**config.mk**
```make
export PLATFORM = sky130hd
export DESIGN_NAME = drive_alarm_manager
export DESIGN_NICKNAME = d
export VERILOG_FILES = /design/src/rtl/pin_sync.v /design/src/rtl/alarm_channel.v /design/src/rtl/drive_alarm_manager.v
export VERILOG_INCLUDE_DIRS = /design/src /design/src/inc
export SDC_FILE = /design/constraint.sdc
export NUM_CORES = 2
export LEC_CHECK = 0
export ABC_AREA = 1
export BUFFER_PORTS_ARGS = -buffer_cell sky130_fd_sc_hd__buf_4
export CORE_AREA = 4 4 273 275
export DETAILED_ROUTE_END_ITERATION = 10
export DIE_AREA = 0 0 277 279
export GPL_TIMING_DRIVEN = 0
export PLACE_DENSITY_LB_ADDON = 0.1
export SLEW_MARGIN = 25
export SYNTH_ARGS = -nofsm -noshare
export SYNTH_HDL_FRONTEND = slang
export SYNTH_SLANG_ARGS = --single-unit
```
**constraint.sdc**
```tcl
create_clock -name ref_clk -period 8.6 [get_ports ref_clk]
set_clock_uncertainty 0.05 [all_clocks]
set_input_delay 0.43 -clock ref_clk [delete_from_list [all_inputs] [get_ports ref_clk]]
set_output_delay 0.43 -clock ref_clk [all_outputs]
set_load 0.01 [all_outputs]
```
**src/inc/alarm_defines.vh**
```
`ifndef ALARM_DEFINES_VH
`define ALARM_DEFINES_VH

// reaction codes
`define REACT_IGNORE 3'h0
`define REACT_WARNING 3'h1
`define REACT_DISABLE 3'h2
`define REACT_FAST_STOP 3'h3
`define REACT_STOP 3'h4
`define REACT_LIMIT_STOP 3'h5

// allowed-reaction masks, bit n allows code n
`define ALLOW_ALL 6'h3f
`define ALLOW_DISABLE_ONLY 6'h04
`define ALLOW_NO_STOP 6'h07
`define ALLOW_NO_SIGNAL 6'h3c
`define ALLOW_IGN_DIS 6'h05

// alarm indices
`define ALM_SUPPLY 0
`define ALM_UNDERVOLT 1
`define ALM_OVERVOLT 2
`define ALM_OVERSPEED 3
`define ALM_HEATSINK 4
`define ALM_OVERCURR 10
`define ALM_FIELD_LOSS 11
`define ALM_FREQ_DELTA 12
`define ALM_SPD_FBK_LOSS 13
`define ALM_ENABLE_SEQ 15
`define ALM_SUSTAINED 16

// register indices, byte address is four times the index
`define IDX_FS_HOLD 14'h1388
`define IDX_FS_RELAY 14'h138a
`define IDX_CFG_BASE 14'h1400
`define IDX_THR_UV 14'h1420
`define IDX_THR_OV 14'h1421
`define IDX_THR_OS 14'h1422
`define IDX_THR_OC 14'h1423
`define IDX_STATUS 14'h1430
`define IDX_FAULT 14'h1431
`define IDX_CMD 14'h1432
`define IDX_DOUT_SEL 14'h1433

// config word fields
`define CFG_REACT_LSB 0
`define CFG_LATCH_BIT 3
`define CFG_RELAY_BIT 4
`define CFG_HOLD_LSB 8
`define CFG_RESTART_LSB 16

// reset values
`define CFG_RESET 24'h000002
`define FS_HOLD_RESET 1'h0
`define FS_RELAY_RESET 1'h0
`define THR_LOW_RESET 16'h0000
`define THR_HIGH_RESET 16'hffff
`define DOUT_SEL_RESET 20'hfffff
`define DOUT_SEL_OFF 5'h1f

// timing
`define TICK_TIME_NS 1000000
`define CLK_PERIOD_NS 10

`endif

```
**src/rtl/pin_sync.v**
```verilog
`timescale 1ns/1ps
module pin_sync (
  // clock and reset
  input wire ref_clk,
  input wire nrst,
  // pin and clean level
  input wire pin,
  output reg level_q
);
  reg s1_q;
  reg s2_q;
  reg s3_q;

  // change accepted only when second and third stage agree
  always @(posedge ref_clk) begin
    if (!nrst) begin
      s1_q <= 1'b0;
      s2_q <= 1'b0;
      s3_q <= 1'b0;
      level_q <= 1'b0;
    end else begin
      s1_q <= pin;
      s2_q <= s1_q;
      s3_q <= s2_q;
      if (s2_q == s3_q) begin
        level_q <= s3_q;
      end
    end
  end
endmodule

```
**src/rtl/alarm_channel.v**
```verilog
`timescale 1ns/1ps
module alarm_channel #(
  parameter HOLD_W = 8,
  parameter RESTART_W = 8
) (
  // clock and reset
  input wire ref_clk,
  input wire nrst,
  // timing base and settings
  input wire tick,
  input wire [HOLD_W-1:0] holdoff,
  input wire [RESTART_W-1:0] restart,
  input wire latch,
  // condition and manual reset
  input wire cond,
  input wire reset_req,
  // results
  output reg fault_q,
  output reg status_q
);
  reg [HOLD_W-1:0] hold_cnt_q;
  reg [RESTART_W-1:0] win_cnt_q;
  reg expired_q;
  wire qualified;
  wire win_over;
  wire clear_ok;

  assign qualified = cond && (hold_cnt_q >= holdoff);
  // zero restart time means no window: clearing always allows restart
  assign win_over = (restart != {RESTART_W{1'b0}}) && (win_cnt_q >= restart);
  // reset honoured only while condition is inactive
  assign clear_ok = !cond && reset_req;

  always @(posedge ref_clk) begin
    if (!nrst) begin
      hold_cnt_q <= {HOLD_W{1'b0}};
      win_cnt_q <= {RESTART_W{1'b0}};
      expired_q <= 1'b0;
      fault_q <= 1'b0;
      status_q <= 1'b0;
    end else begin
      // short episode discarded entirely
      if (!cond) begin
        hold_cnt_q <= {HOLD_W{1'b0}};
      end else if (tick && hold_cnt_q < holdoff) begin
        hold_cnt_q <= hold_cnt_q + 1'b1;
      end
      if (!fault_q) begin
        win_cnt_q <= {RESTART_W{1'b0}};
      end else if (tick && cond && !win_over) begin
        win_cnt_q <= win_cnt_q + 1'b1;
      end
      if (!fault_q) begin
        expired_q <= 1'b0;
      end else if (cond && win_over) begin
        expired_q <= 1'b1;
      end
      // set wins over any clear in the same cycle
      if (qualified) begin
        fault_q <= 1'b1;
      end else if (!cond && !latch && !expired_q && !(win_over && fault_q)) begin
        fault_q <= 1'b0;
      end else if (clear_ok) begin
        fault_q <= 1'b0;
      end
      if (qualified) begin
        status_q <= 1'b1;
      end else if (!cond && !latch) begin
        status_q <= 1'b0;
      end else if (clear_ok) begin
        status_q <= 1'b0;
      end
    end
  end
endmodule

```
**src/rtl/drive_alarm_manager.v**
```verilog
// How it works
// - each alarm selects reaction code 0..5: ignore, warning, disable, fast, stop, limit.
// - ignore shows nothing, drives nothing, but status output holds until reset; the code still drops the relay if the relay-open option is set.
// - warning raises the message, drive enable and ramps untouched.
// - disable raises message and drops drive enable immediately.
// - fast stop uses fast ramp, enable drops at zero speed.
// - stop uses active decel ramp, enable drops at zero speed.
// - limit stop brakes at torque limits bypassing ramps, enable drops at zero speed.
// - supply, undervoltage and field loss always disable.
// - overvoltage, overcurrent, frequency delta, feedback loss allow ignore, warning, disable.
// - heatsink no ignore/warning; enable-seq, sustained ignore/disable; rest all six.
// - status reaches a digital output whatever the reaction.
// - alarm acts only after condition holds continuously for the holdoff time.
// - latch off: auto re-enable only if condition clears within restart window.
// - latch on: restart needs condition cleared plus keypad or input reset.
// - latch off: status output drops as soon as condition clears.
// - latch on: status output stays until cleared and manually reset.
// - relay-open option drops the drive-healthy relay when the alarm triggers.
// - measured-quantity alarms trigger on crossing a programmable threshold.
// - supply alarm on internal fault or aux supply loss while enabled.
// - supply alarm reaction fixed, its latch set by the restart-mode register.
// - supply alarm relay drop has its own enable register.
// - any alarm status selectable onto any programmable digital output.
//
// Design decision made here: register access over AHB-Lite.
`timescale 1ns/1ps
`include "alarm_defines.vh"
module drive_alarm_manager #(
  parameter NUM_ALARMS = 17,
  parameter NUM_DOUT = 4,
  parameter HOLD_W = 8,
  parameter RESTART_W = 8,
  parameter TICK_CYCLES = `TICK_TIME_NS / `CLK_PERIOD_NS
) (
  // clock and reset
  input wire ref_clk,
  input wire nrst,
  // ahb-lite slave
  input wire hsel,
  input wire [15:0] haddr,
  input wire [1:0] htrans,
  input wire hwrite,
  input wire [2:0] hsize,
  input wire [31:0] hwdata,
  input wire hready,
  output wire hreadyout,
  output wire hresp,
  output reg [31:0] hrdata,
  // pins
  input wire supply_fault_pin,
  input wire aux_supply_terminals_ok,
  input wire keypad_reset_key,
  input wire alarm_reset_din,
  // alarm sources and measurements
  input wire [NUM_ALARMS-1:0] alarm_cond_in,
  input wire [15:0] mains_voltage,
  input wire [15:0] armature_voltage,
  input wire [15:0] speed_magnitude,
  input wire [15:0] armature_current,
  // drive state
  input wire run_request,
  input wire converter_enabled,
  input wire zero_speed,
  // drive control
  output reg drive_enable_q,
  output reg fast_stop_ramp_q,
  output reg normal_stop_ramp_q,
  output reg limit_brake_q,
  output reg alarm_message_q,
  output reg drive_ok_relay_q,
  // status outputs
  output wire [NUM_ALARMS-1:0] alarm_status,
  output reg [NUM_DOUT-1:0] dout_q
);
  reg [23:0] cfg_q [0:NUM_ALARMS-1];
  reg supply_fault_hold_q;
  reg supply_fault_relay_drop_q;
  reg [15:0] thr_uv_q;
  reg [15:0] thr_ov_q;
  reg [15:0] thr_os_q;
  reg [15:0] thr_oc_q;
  reg [5*NUM_DOUT-1:0] dout_sel_q;
  reg wr_pend_q;
  reg rd_wait_q;
  reg [13:0] idx_q;
  reg sw_reset_q;
  reg [16:0] tick_cnt_q;
  reg tick_q;
  reg reset_prev_q;
  reg stopped_q;
  wire [3:0] pin_lvl;
  wire reset_level;
  wire manual_reset;
  wire addr_phase;
  wire [NUM_ALARMS-1:0] cond;
  wire [NUM_ALARMS-1:0] fault;
  wire [NUM_ALARMS-1:0] msg_v;
  wire [NUM_ALARMS-1:0] dis_v;
  wire [NUM_ALARMS-1:0] fs_v;
  wire [NUM_ALARMS-1:0] st_v;
  wire [NUM_ALARMS-1:0] lim_v;
  wire [NUM_ALARMS-1:0] relay_v;
  wire any_dis;
  wire any_stop;
  reg [31:0] rd_mux;
  integer k;

  function [5:0] allowed;
    input integer i;
    begin
      case (i)
        `ALM_SUPPLY, `ALM_UNDERVOLT, `ALM_FIELD_LOSS: allowed = `ALLOW_DISABLE_ONLY;
        `ALM_OVERVOLT, `ALM_OVERCURR, `ALM_FREQ_DELTA, `ALM_SPD_FBK_LOSS: allowed = `ALLOW_NO_STOP;
        `ALM_HEATSINK: allowed = `ALLOW_NO_SIGNAL;
        `ALM_ENABLE_SEQ, `ALM_SUSTAINED: allowed = `ALLOW_IGN_DIS;
        default: allowed = `ALLOW_ALL;
      endcase
    end
  endfunction

  // a code that is not offered falls back to disable, the safe choice
  function [2:0] eff_react;
    input integer i;
    input [2:0] code;
    reg [5:0] m;
    begin
      m = allowed(i);
      if (code <= `REACT_LIMIT_STOP && m[code]) begin
        eff_react = code;
      end else begin
        eff_react = `REACT_DISABLE;
      end
    end
  endfunction

  // pins: keypad, reset input, supply fault, aux loss; loss is synced so reset level reads as present
  genvar g;
  generate
    for (g = 0; g < 4; g = g + 1) begin : g_sync
      pin_sync u_sync (
        .ref_clk(ref_clk),
        .nrst(nrst),
        .pin(g == 0 ? keypad_reset_key : g == 1 ? alarm_reset_din : g == 2 ? supply_fault_pin
             : !aux_supply_terminals_ok),
        .level_q(pin_lvl[g])
      );
    end
  endgenerate

  assign reset_level = pin_lvl[0] | pin_lvl[1];
  // edge of either reset source, or a software reset write
  assign manual_reset = (reset_level && !reset_prev_q) || sw_reset_q;

  // millisecond time base for holdoff and restart windows
  always @(posedge ref_clk) begin
    if (!nrst) begin
      tick_cnt_q <= 17'h00000;
      tick_q <= 1'b0;
      reset_prev_q <= 1'b0;
    end else begin
      reset_prev_q <= reset_level;
      tick_q <= (tick_cnt_q == TICK_CYCLES[16:0] - 17'h00001);
      if (tick_cnt_q == TICK_CYCLES[16:0] - 17'h00001) begin
        tick_cnt_q <= 17'h00000;
      end else begin
        tick_cnt_q <= tick_cnt_q + 17'h00001;
      end
    end
  end

  // alarm conditions
  generate
    for (g = 0; g < NUM_ALARMS; g = g + 1) begin : g_cond
      if (g == `ALM_SUPPLY) begin : g_fs
        assign cond[g] = pin_lvl[2] | (pin_lvl[3] & converter_enabled);
      end else if (g == `ALM_UNDERVOLT) begin : g_uv
        assign cond[g] = converter_enabled & (mains_voltage < thr_uv_q);
      end else if (g == `ALM_OVERVOLT) begin : g_ov
        assign cond[g] = converter_enabled & (armature_voltage > thr_ov_q);
      end else if (g == `ALM_OVERSPEED) begin : g_os
        assign cond[g] = converter_enabled & (speed_magnitude > thr_os_q);
      end else if (g == `ALM_OVERCURR) begin : g_oc
        assign cond[g] = armature_current > thr_oc_q;
      end else begin : g_ext
        assign cond[g] = alarm_cond_in[g];
      end
    end
  endgenerate

  // one channel per alarm plus its reaction decode
  generate
    for (g = 0; g < NUM_ALARMS; g = g + 1) begin : g_alm
      wire [2:0] react;
      wire latch_cfg;
      wire relay_en;
      assign react = eff_react(g, cfg_q[g][`CFG_REACT_LSB+2:`CFG_REACT_LSB]);
      assign latch_cfg = (g == `ALM_SUPPLY) ? supply_fault_hold_q : cfg_q[g][`CFG_LATCH_BIT];
      assign relay_en = (g == `ALM_SUPPLY) ? supply_fault_relay_drop_q : cfg_q[g][`CFG_RELAY_BIT];
      alarm_channel #(
        .HOLD_W(HOLD_W),
        .RESTART_W(RESTART_W)
      ) u_chan (
        .ref_clk(ref_clk),
        .nrst(nrst),
        .tick(tick_q),
        .holdoff(cfg_q[g][`CFG_HOLD_LSB+HOLD_W-1:`CFG_HOLD_LSB]),
        .restart(cfg_q[g][`CFG_RESTART_LSB+RESTART_W-1:`CFG_RESTART_LSB]),
        // ignore keeps its output until a reset after clearing
        .latch(latch_cfg | (react == `REACT_IGNORE)),
        .cond(cond[g]),
        .reset_req(manual_reset),
        .fault_q(fault[g]),
        .status_q(alarm_status[g])
      );
      assign msg_v[g] = fault[g] & (react != `REACT_IGNORE);
      assign dis_v[g] = fault[g] & (react == `REACT_DISABLE);
      assign fs_v[g] = fault[g] & (react == `REACT_FAST_STOP);
      assign st_v[g] = fault[g] & (react == `REACT_STOP);
      assign lim_v[g] = fault[g] & (react == `REACT_LIMIT_STOP);
      assign relay_v[g] = fault[g] & relay_en;
    end
  endgenerate

  assign any_dis = |dis_v;
  assign any_stop = |fs_v | |st_v | |lim_v;

  // drive control, disable overrides any controlled stop in progress
  always @(posedge ref_clk) begin
    if (!nrst) begin
      stopped_q <= 1'b0;
      drive_enable_q <= 1'b0;
      fast_stop_ramp_q <= 1'b0;
      normal_stop_ramp_q <= 1'b0;
      limit_brake_q <= 1'b0;
      alarm_message_q <= 1'b0;
      drive_ok_relay_q <= 1'b0;
      dout_q <= {NUM_DOUT{1'b0}};
    end else begin
      if (!any_stop) begin
        stopped_q <= 1'b0;
      end else if (zero_speed) begin
        stopped_q <= 1'b1;
      end
      drive_enable_q <= run_request & !any_dis & !stopped_q & !(any_stop & zero_speed);
      limit_brake_q <= !any_dis & (|lim_v);
      fast_stop_ramp_q <= !any_dis & !(|lim_v) & (|fs_v);
      normal_stop_ramp_q <= !any_dis & !(|lim_v) & !(|fs_v) & (|st_v);
      alarm_message_q <= |msg_v;
      drive_ok_relay_q <= !(|relay_v);
      for (k = 0; k < NUM_DOUT; k = k + 1) begin
        if (dout_sel_q[5*k +: 5] < NUM_ALARMS) begin
          dout_q[k] <= alarm_status[dout_sel_q[5*k +: 5]];
        end else begin
          dout_q[k] <= 1'b0;
        end
      end
    end
  end

  // bus: writes finish in their data phase, reads add one wait state
  assign addr_phase = hsel && hready && htrans[1];
  assign hreadyout = !rd_wait_q;
  assign hresp = 1'b0;

  always @(posedge ref_clk) begin
    if (!nrst) begin
      wr_pend_q <= 1'b0;
      rd_wait_q <= 1'b0;
      idx_q <= 14'h0000;
    end else begin
      wr_pend_q <= addr_phase && hwrite;
      rd_wait_q <= addr_phase && !hwrite;
      if (addr_phase) begin
        idx_q <= haddr[15:2];
      end
    end
  end

  always @(posedge ref_clk) begin
    if (!nrst) begin
      for (k = 0; k < NUM_ALARMS; k = k + 1) begin
        cfg_q[k] <= `CFG_RESET;
      end
      supply_fault_hold_q <= `FS_HOLD_RESET;
      supply_fault_relay_drop_q <= `FS_RELAY_RESET;
      thr_uv_q <= `THR_LOW_RESET;
      thr_ov_q <= `THR_HIGH_RESET;
      thr_os_q <= `THR_HIGH_RESET;
      thr_oc_q <= `THR_HIGH_RESET;
      dout_sel_q <= `DOUT_SEL_RESET;
      sw_reset_q <= 1'b0;
    end else begin
      sw_reset_q <= 1'b0;
      if (wr_pend_q) begin
        for (k = 0; k < NUM_ALARMS; k = k + 1) begin
          if (idx_q == `IDX_CFG_BASE + k[13:0]) begin
            cfg_q[k] <= hwdata[23:0];
          end
        end
        case (idx_q)
          `IDX_FS_HOLD: supply_fault_hold_q <= hwdata[0];
          `IDX_FS_RELAY: supply_fault_relay_drop_q <= hwdata[0];
          `IDX_THR_UV: thr_uv_q <= hwdata[15:0];
          `IDX_THR_OV: thr_ov_q <= hwdata[15:0];
          `IDX_THR_OS: thr_os_q <= hwdata[15:0];
          `IDX_THR_OC: thr_oc_q <= hwdata[15:0];
          `IDX_DOUT_SEL: dout_sel_q <= hwdata[5*NUM_DOUT-1:0];
          `IDX_CMD: sw_reset_q <= hwdata[0];
          default: sw_reset_q <= 1'b0;
        endcase
      end
    end
  end

  always @* begin
    rd_mux = 32'h00000000;
    for (k = 0; k < NUM_ALARMS; k = k + 1) begin
      if (idx_q == `IDX_CFG_BASE + k[13:0]) begin
        rd_mux = {8'h00, cfg_q[k]};
      end
    end
    case (idx_q)
      `IDX_FS_HOLD: rd_mux = {31'h00000000, supply_fault_hold_q};
      `IDX_FS_RELAY: rd_mux = {31'h00000000, supply_fault_relay_drop_q};
      `IDX_THR_UV: rd_mux = {16'h0000, thr_uv_q};
      `IDX_THR_OV: rd_mux = {16'h0000, thr_ov_q};
      `IDX_THR_OS: rd_mux = {16'h0000, thr_os_q};
      `IDX_THR_OC: rd_mux = {16'h0000, thr_oc_q};
      `IDX_DOUT_SEL: rd_mux = {{(32-5*NUM_DOUT){1'b0}}, dout_sel_q};
      `IDX_STATUS: rd_mux = {{(32-NUM_ALARMS){1'b0}}, alarm_status};
      `IDX_FAULT: rd_mux = {{(32-NUM_ALARMS){1'b0}}, fault};
      default: rd_mux = rd_mux;
    endcase
  end

  always @(posedge ref_clk) begin
    if (!nrst) begin
      hrdata <= 32'h00000000;
    end else if (rd_wait_q) begin
      hrdata <= rd_mux;
    end
  end
endmodule

```
# --- Yosys cells after proc, flatten, opt, wreduce, memory -nomap -nowiden ---
# Memory sizes are Yosys's and may differ from the RTL's.
# Cells that the tools add are included.
word_totals:
  register_bits: 504
  latch_bits: 0
  ramBits: 408
  romBits: 136
  inputBits: 146
  out_inout_bits: 61
  word_cells: 1206
  n_memories: 18
mem_list:
  columns: ["memory", "words", "word_bits", "read_ports", "rd_ports_with_merged_regs", "write_ports", "line", "source"]
  rows:
  - ["cfg_q", 17, 24, 17, 0, 17, "drive_alarm_manager.v:75", "reg [23:0] cfg_q [0:NUM_ALARMS-1];"]
  - ["(no name shown)", 8, 1, 1, 0, 0, "drive_alarm_manager.v:128", "if (code <= `REACT_LIMIT_STOP && m[code]) begin"]
  - ["(no name shown)", 8, 1, 1, 0, 0, "drive_alarm_manager.v:128", null]
  - ["(no name shown)", 8, 1, 1, 0, 0, "drive_alarm_manager.v:128", null]
  - ["(no name shown)", 8, 1, 1, 0, 0, "drive_alarm_manager.v:128", null]
  - ["(no name shown)", 8, 1, 1, 0, 0, "drive_alarm_manager.v:128", null]
  - ["12 more memories", null, null, null, null, null, null, null]
classes:
  n_addsub: 35
  n_mul: 0
  n_div: 0
  order_cmp: 97
  eq_ne: 100
  shifts: 0
  n_mux: 231
  n_bitwise: 154
  reduce_logical: 444
ops:
  columns: ["op", "count"]
  rows:
  - ["$mux W32", 16]
  - ["$mux W24", 18]
  - ["$eq A14 B13 Y1 const B", 27]
  - ["$pmux W32 S9", 1]
  - ["$add A8 B1 Y8 const B", 34]
  - ["$ge A8 B8 Y1", 34]
  - ["$logic_and A1 B1 Y1", 209]
  - ["$mux W1", 175]
  - ["$reduce_bool A3 Y1", 51]
  - ["$lt A8 B8 Y1", 17]
  - ["$reduce_bool A8 Y1", 17]
  - ["$and A1 B1 Y1", 115]
  - ["$eq A3 B2 Y1 const B", 34]
  - ["$eq A3 B3 Y1 const B", 34]
  - ["$reduce_or A17 Y1", 6]
  - ["$logic_not A1 Y1", 95]
  - ["$reduce_and A2 Y1", 46]
  - ["$lt A3 B4 Y1 const B", 17]
  - ["$le A3 B3 Y1 const B", 17]
  - ["$logic_not A3 Y1", 17]
  - ["$mux W3", 17]
  - ["$gt A16 B16 Y1", 3]
  - ["$or A1 B1 Y1", 38]
  - ["$lt A5 B6 Y1 const B", 4]
  - ["10 further kinds", 19]

# --- Depth between registers and ports, before layout ---
logic_depth:
  depth_word: 19
  ltp_mapped: 18
  mapped_depth_nobuf: 18

# --- Modules after synthesis ---
# From an unflattened synthesis, not the netlist that was laid out.
hier_totals:
  cells_unflattened: 6120
  hier_area_um2: 50008.0
by_module_without_submodules:
  columns: ["mod", "n_inst", "cells_each", "area_each_um2", "seq_area_each_um2"]
  rows:
  - ["drive_alarm_manager", 1, 2634, 25698.4, 15394.8]
  - ["alarm_channel", 17, 202, 1402.6, 380.4]
  - ["pin_sync", 4, 13, 116.4, 80.1]

# --- Worst setup path after synthesis ---
# Ideal clock, no wire load.
synth_timing:
  path_kind: "reg2reg"
  start: "register idx_q[10]"
  end: "memory cfg_q[14][0] (netlist: cfg_q[0][336]) (enable)"
  setup_time_ps: 438
  arrival_ps: 3117
  t_required_ps: 8112
  setup_slack_ps: 4994
  path_stages_with_launch: 10
  n_path_buf: 3
  period_less_slack_ps: 3606
  cell_sequence: "dfxtp_1 -> inv_1 -> nor2_1 -> nand2_1 -> nor2_4 -> buf_4 -> buf_2 -> nand3_1 -> clkbuf_1 -> o21ai_0"
synth_lines:
  columns: ["element", "line", "source"]
  rows:
  - ["start, declared", "drive_alarm_manager.v:85", "reg [13:0] idx_q;"]
  - ["start signal, assigned", "drive_alarm_manager.v:274", "idx_q <= haddr[15:2];"]
  - ["end, declared", "drive_alarm_manager.v:75", null]

==> reports/qor.csv <==
stage,metric,value,unit
critical_path,Worst setup SP type,register,
clock_network,CTS buffer count,94,
clock_network,H-tree Lvls,3,
synth,"Avg Cell Area, Syn",8.399,um2
critical_path,"critical path fanouts, max",17,
power_and_ir_drop,clock network power share,0.454,
global_routing,initial antenna violation count,8,
layout,Layout Nets,6376,
layout,layout cells sized above 1,0.08938,
timing,Tcrit/Tclk final,0.4686,
hold_path,Hold/Removal Path Class,in2reg,
detailed_routing,Met1 Wirelength,57.63,mm
global_routing,vias in the first global route,39181,
detailed_routing,Vias,42141,
synth,Netlist cell types,66,
power_and_ir_drop,switching power,2.175,mW
timing,Final Max Slew Viols,0,
global_routing,first-pass GRT wire length,226.7,mm
detailed_routing,DR pass1 iterations,9,
power_and_ir_drop,total power divided by cell area,174.6,mW/mm2
synth,Synth Flop Type,dfxtp_1,
clock_network,clk_lat worst skew,0.68,ns
critical_path,critical path class,reg2reg,
global_routing,largest net degree at the start of global routing,25,
synth,asr flop ratio synth,0,
critical_path,Worst R2R Path Depth,13,
hold_path,hold path depth,3,
synth,sequential share of the synthesized area,0.4755,
detailed_routing,met3 wire len,19.34,mm
detailed_routing,detailed route wirelength on metal2,65.65,mm
critical_path,worst flop-to-flop path endpoint,cfg_q[0][67],
die,Die Area,0.07728,mm2
placement,DP HPWL,115.0,mm
die,DIE HEIGHT,279,um
global_routing,grt total ovfl,0,
clock_network,post-CTS sizing,0,
power_and_ir_drop,Leakage,22.21,nW
critical_path,Reg2Reg Launch Point,idx_q[4],
layout,Register Area,0.02218,mm2
synth,Syn Inst Count,5554,
detailed_routing,post-route ant nets,0,
critical_path,R2R Setup Slk,4.57,ns
synth,"FF+latch count, synth",904,
timing,Max-Slew Margin vs Limit,0.1260,
synth,largest cells by area after synthesis,"edfxtp_1 26%, dfxtp_1 21%, ha_1 10%",
die,io pins,207,
power_and_ir_drop,Max IR drop VDD,0.1675,mV
timing,crit path time final,4.030,ns
timing,RSZ-0062 raised after global routing,false,
job,maxcap violations,0,
timing,final hold violation count,0,
synth,top-area cell type share of the netlist area,0.2626,
clock_network,Clock Tree Root,clkbuf_16,
power_and_ir_drop,Seq pwr share,0.497,
detailed_routing,wire length per cell,22.20,um
synth,number of flops mapped to enable cells by yosys,408,
synth,dominant cell type by area after synthesis,edfxtp_1,
detailed_routing,Vias/cell,6.104,
placement,IO Port Bufs,177,
critical_path,Worst Path Required,8.58,ns
detailed_routing,top sig layer,met5,
clock_network,CTS clock-pin slew for the worst setup and hold paths,0.06,ns
critical_path,crit path DAT,4.01,ns
clock_network,CTS Sinks,904,
layout,Fill cells,5451,
synth,"Cell Area, Synth",0.04665,mm2
layout,Layout area overhead,13.83,%
hold_path,Hold Path Sink,dout_sel_q[18],
timing,slew at the pin closest to its max-slew limit,1.308,ns
global_routing,overall global routing resource usage,0.3819,
power_and_ir_drop,Power Internal,7.097,mW
die,FP Rows,99,
critical_path,crit path capture type,register,
layout,fin util,0.7340,
timing,setup violators final,0,
clock_network,CTS tree,built,
timing,f_max,248.1,MHz
synth,Yosys warnings,0,
die,Core Region,0.07234,mm2
detailed_routing,Routed WL,153.3,mm
die,DIE WIDTH,277,um
layout,Multi-input gate area,0.02057,mm2
outcome,outcome,completed,
clock_network,clk buf depth,3,
detailed_routing,DRT iter0 DRCs,5523,
hold_path,HP Start,hwdata[18],
die,Initial Utilization,0.6449,
power_and_ir_drop,switch share,0.2346,
power_and_ir_drop,Comb pwr share,0.049,
detailed_routing,DRC viols,0,
timing,Final TNS setup,0,ns
placement,gpl congestion,1.056,
==> layout make-up <==
cell class,instances,area share
Buffer,146,0.01374
Inverter,915,0.06468
Timing Repair Buffer,201,0.03405
Sequential cell,904,0.4177
Antenna cell,4,0.0001885
Clock inverter,47,0.009614
Clock buffer,131,0.05000
Multi-Input combinational cell,3597,0.3874
Tap cell,959,0.02260
==> worst max-delay path, stage by stage, from the launching register on <==
cell	delay, ns
dfxtp_1	0.45
nor2_2	0.10
nand2_4	0.13
inv_2	0.10
nand2_2	0.20
buf_6	0.20
nor2_2	0.09
inv_2	0.13
a31oi_1	0.11
nor4b_2	0.26
nand4_2	0.29
buf_4	0.29
nand2_1	0.07
clkinv_1	0.88
==> state kept, by name, summed over array words and instances (netlist names), 4 cells and up <==
register,flops
dout_sel_q,20
g_sync.u_sync.level_q,4
cfg_q,408
g_alm.u_chan.expired_q,17
thr_ov_q,16
hrdata,24
g_alm.u_chan.status_q,17
g_alm.u_chan.hold_cnt_q,136
g_alm.u_chan.fault_q,17
thr_os_q,16
idx_q,14
g_sync.u_sync.s2_q,4
thr_oc_q,16
tick_cnt_q,17
thr_uv_q,16
dout_q,4
g_sync.u_sync.s1_q,4
g_sync.u_sync.s3_q,4
g_alm.u_chan.win_cnt_q,136
==> repair_timing <==
item	in CTS	in global routing
endpoints found under the hold margin	8	0
hold buffers	8	0
setup buffers	0	0
==> how the worst max path moves through the flow <==
stage | startpoint | to | slack (ns)
3_5_place_dp | nrst | cfg_q[0][68] | 4.65
2_1_floorplan | idx_q[10] | cfg_q[0][336] | 4.99
4_1_cts | idx_q[12] | cfg_q[0][165] | 4.95
5_1_grt | idx_q[4] | cfg_q[0][281] | 4.57
6_report | idx_q[4] | cfg_q[0][67] | 4.57
3_3_place_gp | idx_q[10] | cfg_q[0][351] | 3.07
==> cells by family after synthesis <==
family	share of synthesized area
simple gates	0.1983
compound gates	0.1352
buf+inv	0.08902
flops	0.4755
fa+ha+maj	0.09951
xor+xnor	0.002441
other cells	0.00008039
==> cell usage after synthesis, drive strengths merged (2+ instances only) <==
cell type  instances
o221a              4
o2111ai           19
clkinv             6
nor3             114
a21oi            489
o221ai             4
nand4            171
a31oi             13
xnor2              6
a211oi             7
nor3b             37
dfxtp            496
nand3b             5
o21bai             6
nand2            916
o41ai              4
ha               371
buf               75
a311oi             2
a21boi             3
inv              909
nor4              37
or3                3
o311ai             5
o31ai              7
xor2               7
a2111oi           17
nor2             527
or2               16
o22ai             43
a221oi             4
nand3            259
o211ai            86
o21ai            351
and3               5
a21o               4
clkbuf            71
o21a              40
edfxtp           408
==> cells in the final DEF (no fill, tap or decap), drive strengths merged, types with 114 or more instances in the layout <==
master	instances
edfxtp	408
nand2	916
buf	268
nor3	114
dfxtp	496
nand4	171
o21ai	351
clkbuf	202
inv	912
ha	371
a21oi	489
nand3	259
nor2	527
==> metrics by stage <==
stage / worst slack [ns] / instance area, um2 / hold WS [ns] / std cells / power (mW)
finish: 4.570 / 53100 / 0.02435 / 6904 / 9.271
global route: 4.574 / 53090 / 0.03156 / 6901 / 9.463
CTS: 4.947 / 53060 / 0.001959 / 6900 / 9.237
detailed placement: 4.648 / 49810 / 0.3542 / 6714 / 5.128
global placement: 3.074 / 49210 / 0.3425 / 6698 / 5.094
floorplan: 4.994 / 46680 / 0.3405 / 5562 / 4.912
==> per-layer routing <==
layer,global-route usage,up-vias
li1,-,19502
met1,0.4979,19538
met2,0.5815,2520
met3,0.09900,575
met4,0.2202,6
met5,0,-
==> power groups by stage <==
| stage | sequential [mW] | clock [mW] | combinational, mW |
|---|---|---|---|
| finish | 4.61 | 4.21 | 0.451 |
| global route | 4.61 | 4.36 | 0.487 |
| CTS | 4.61 | 4.19 | 0.436 |
| detailed placement | 4.70 | 0 | 0.428 |
| global placement | 4.70 | 0 | 0.389 |
| floorplan | 4.68 | 0 | 0.230 |
Note: power is estimated with default switching activity, not from simulation.
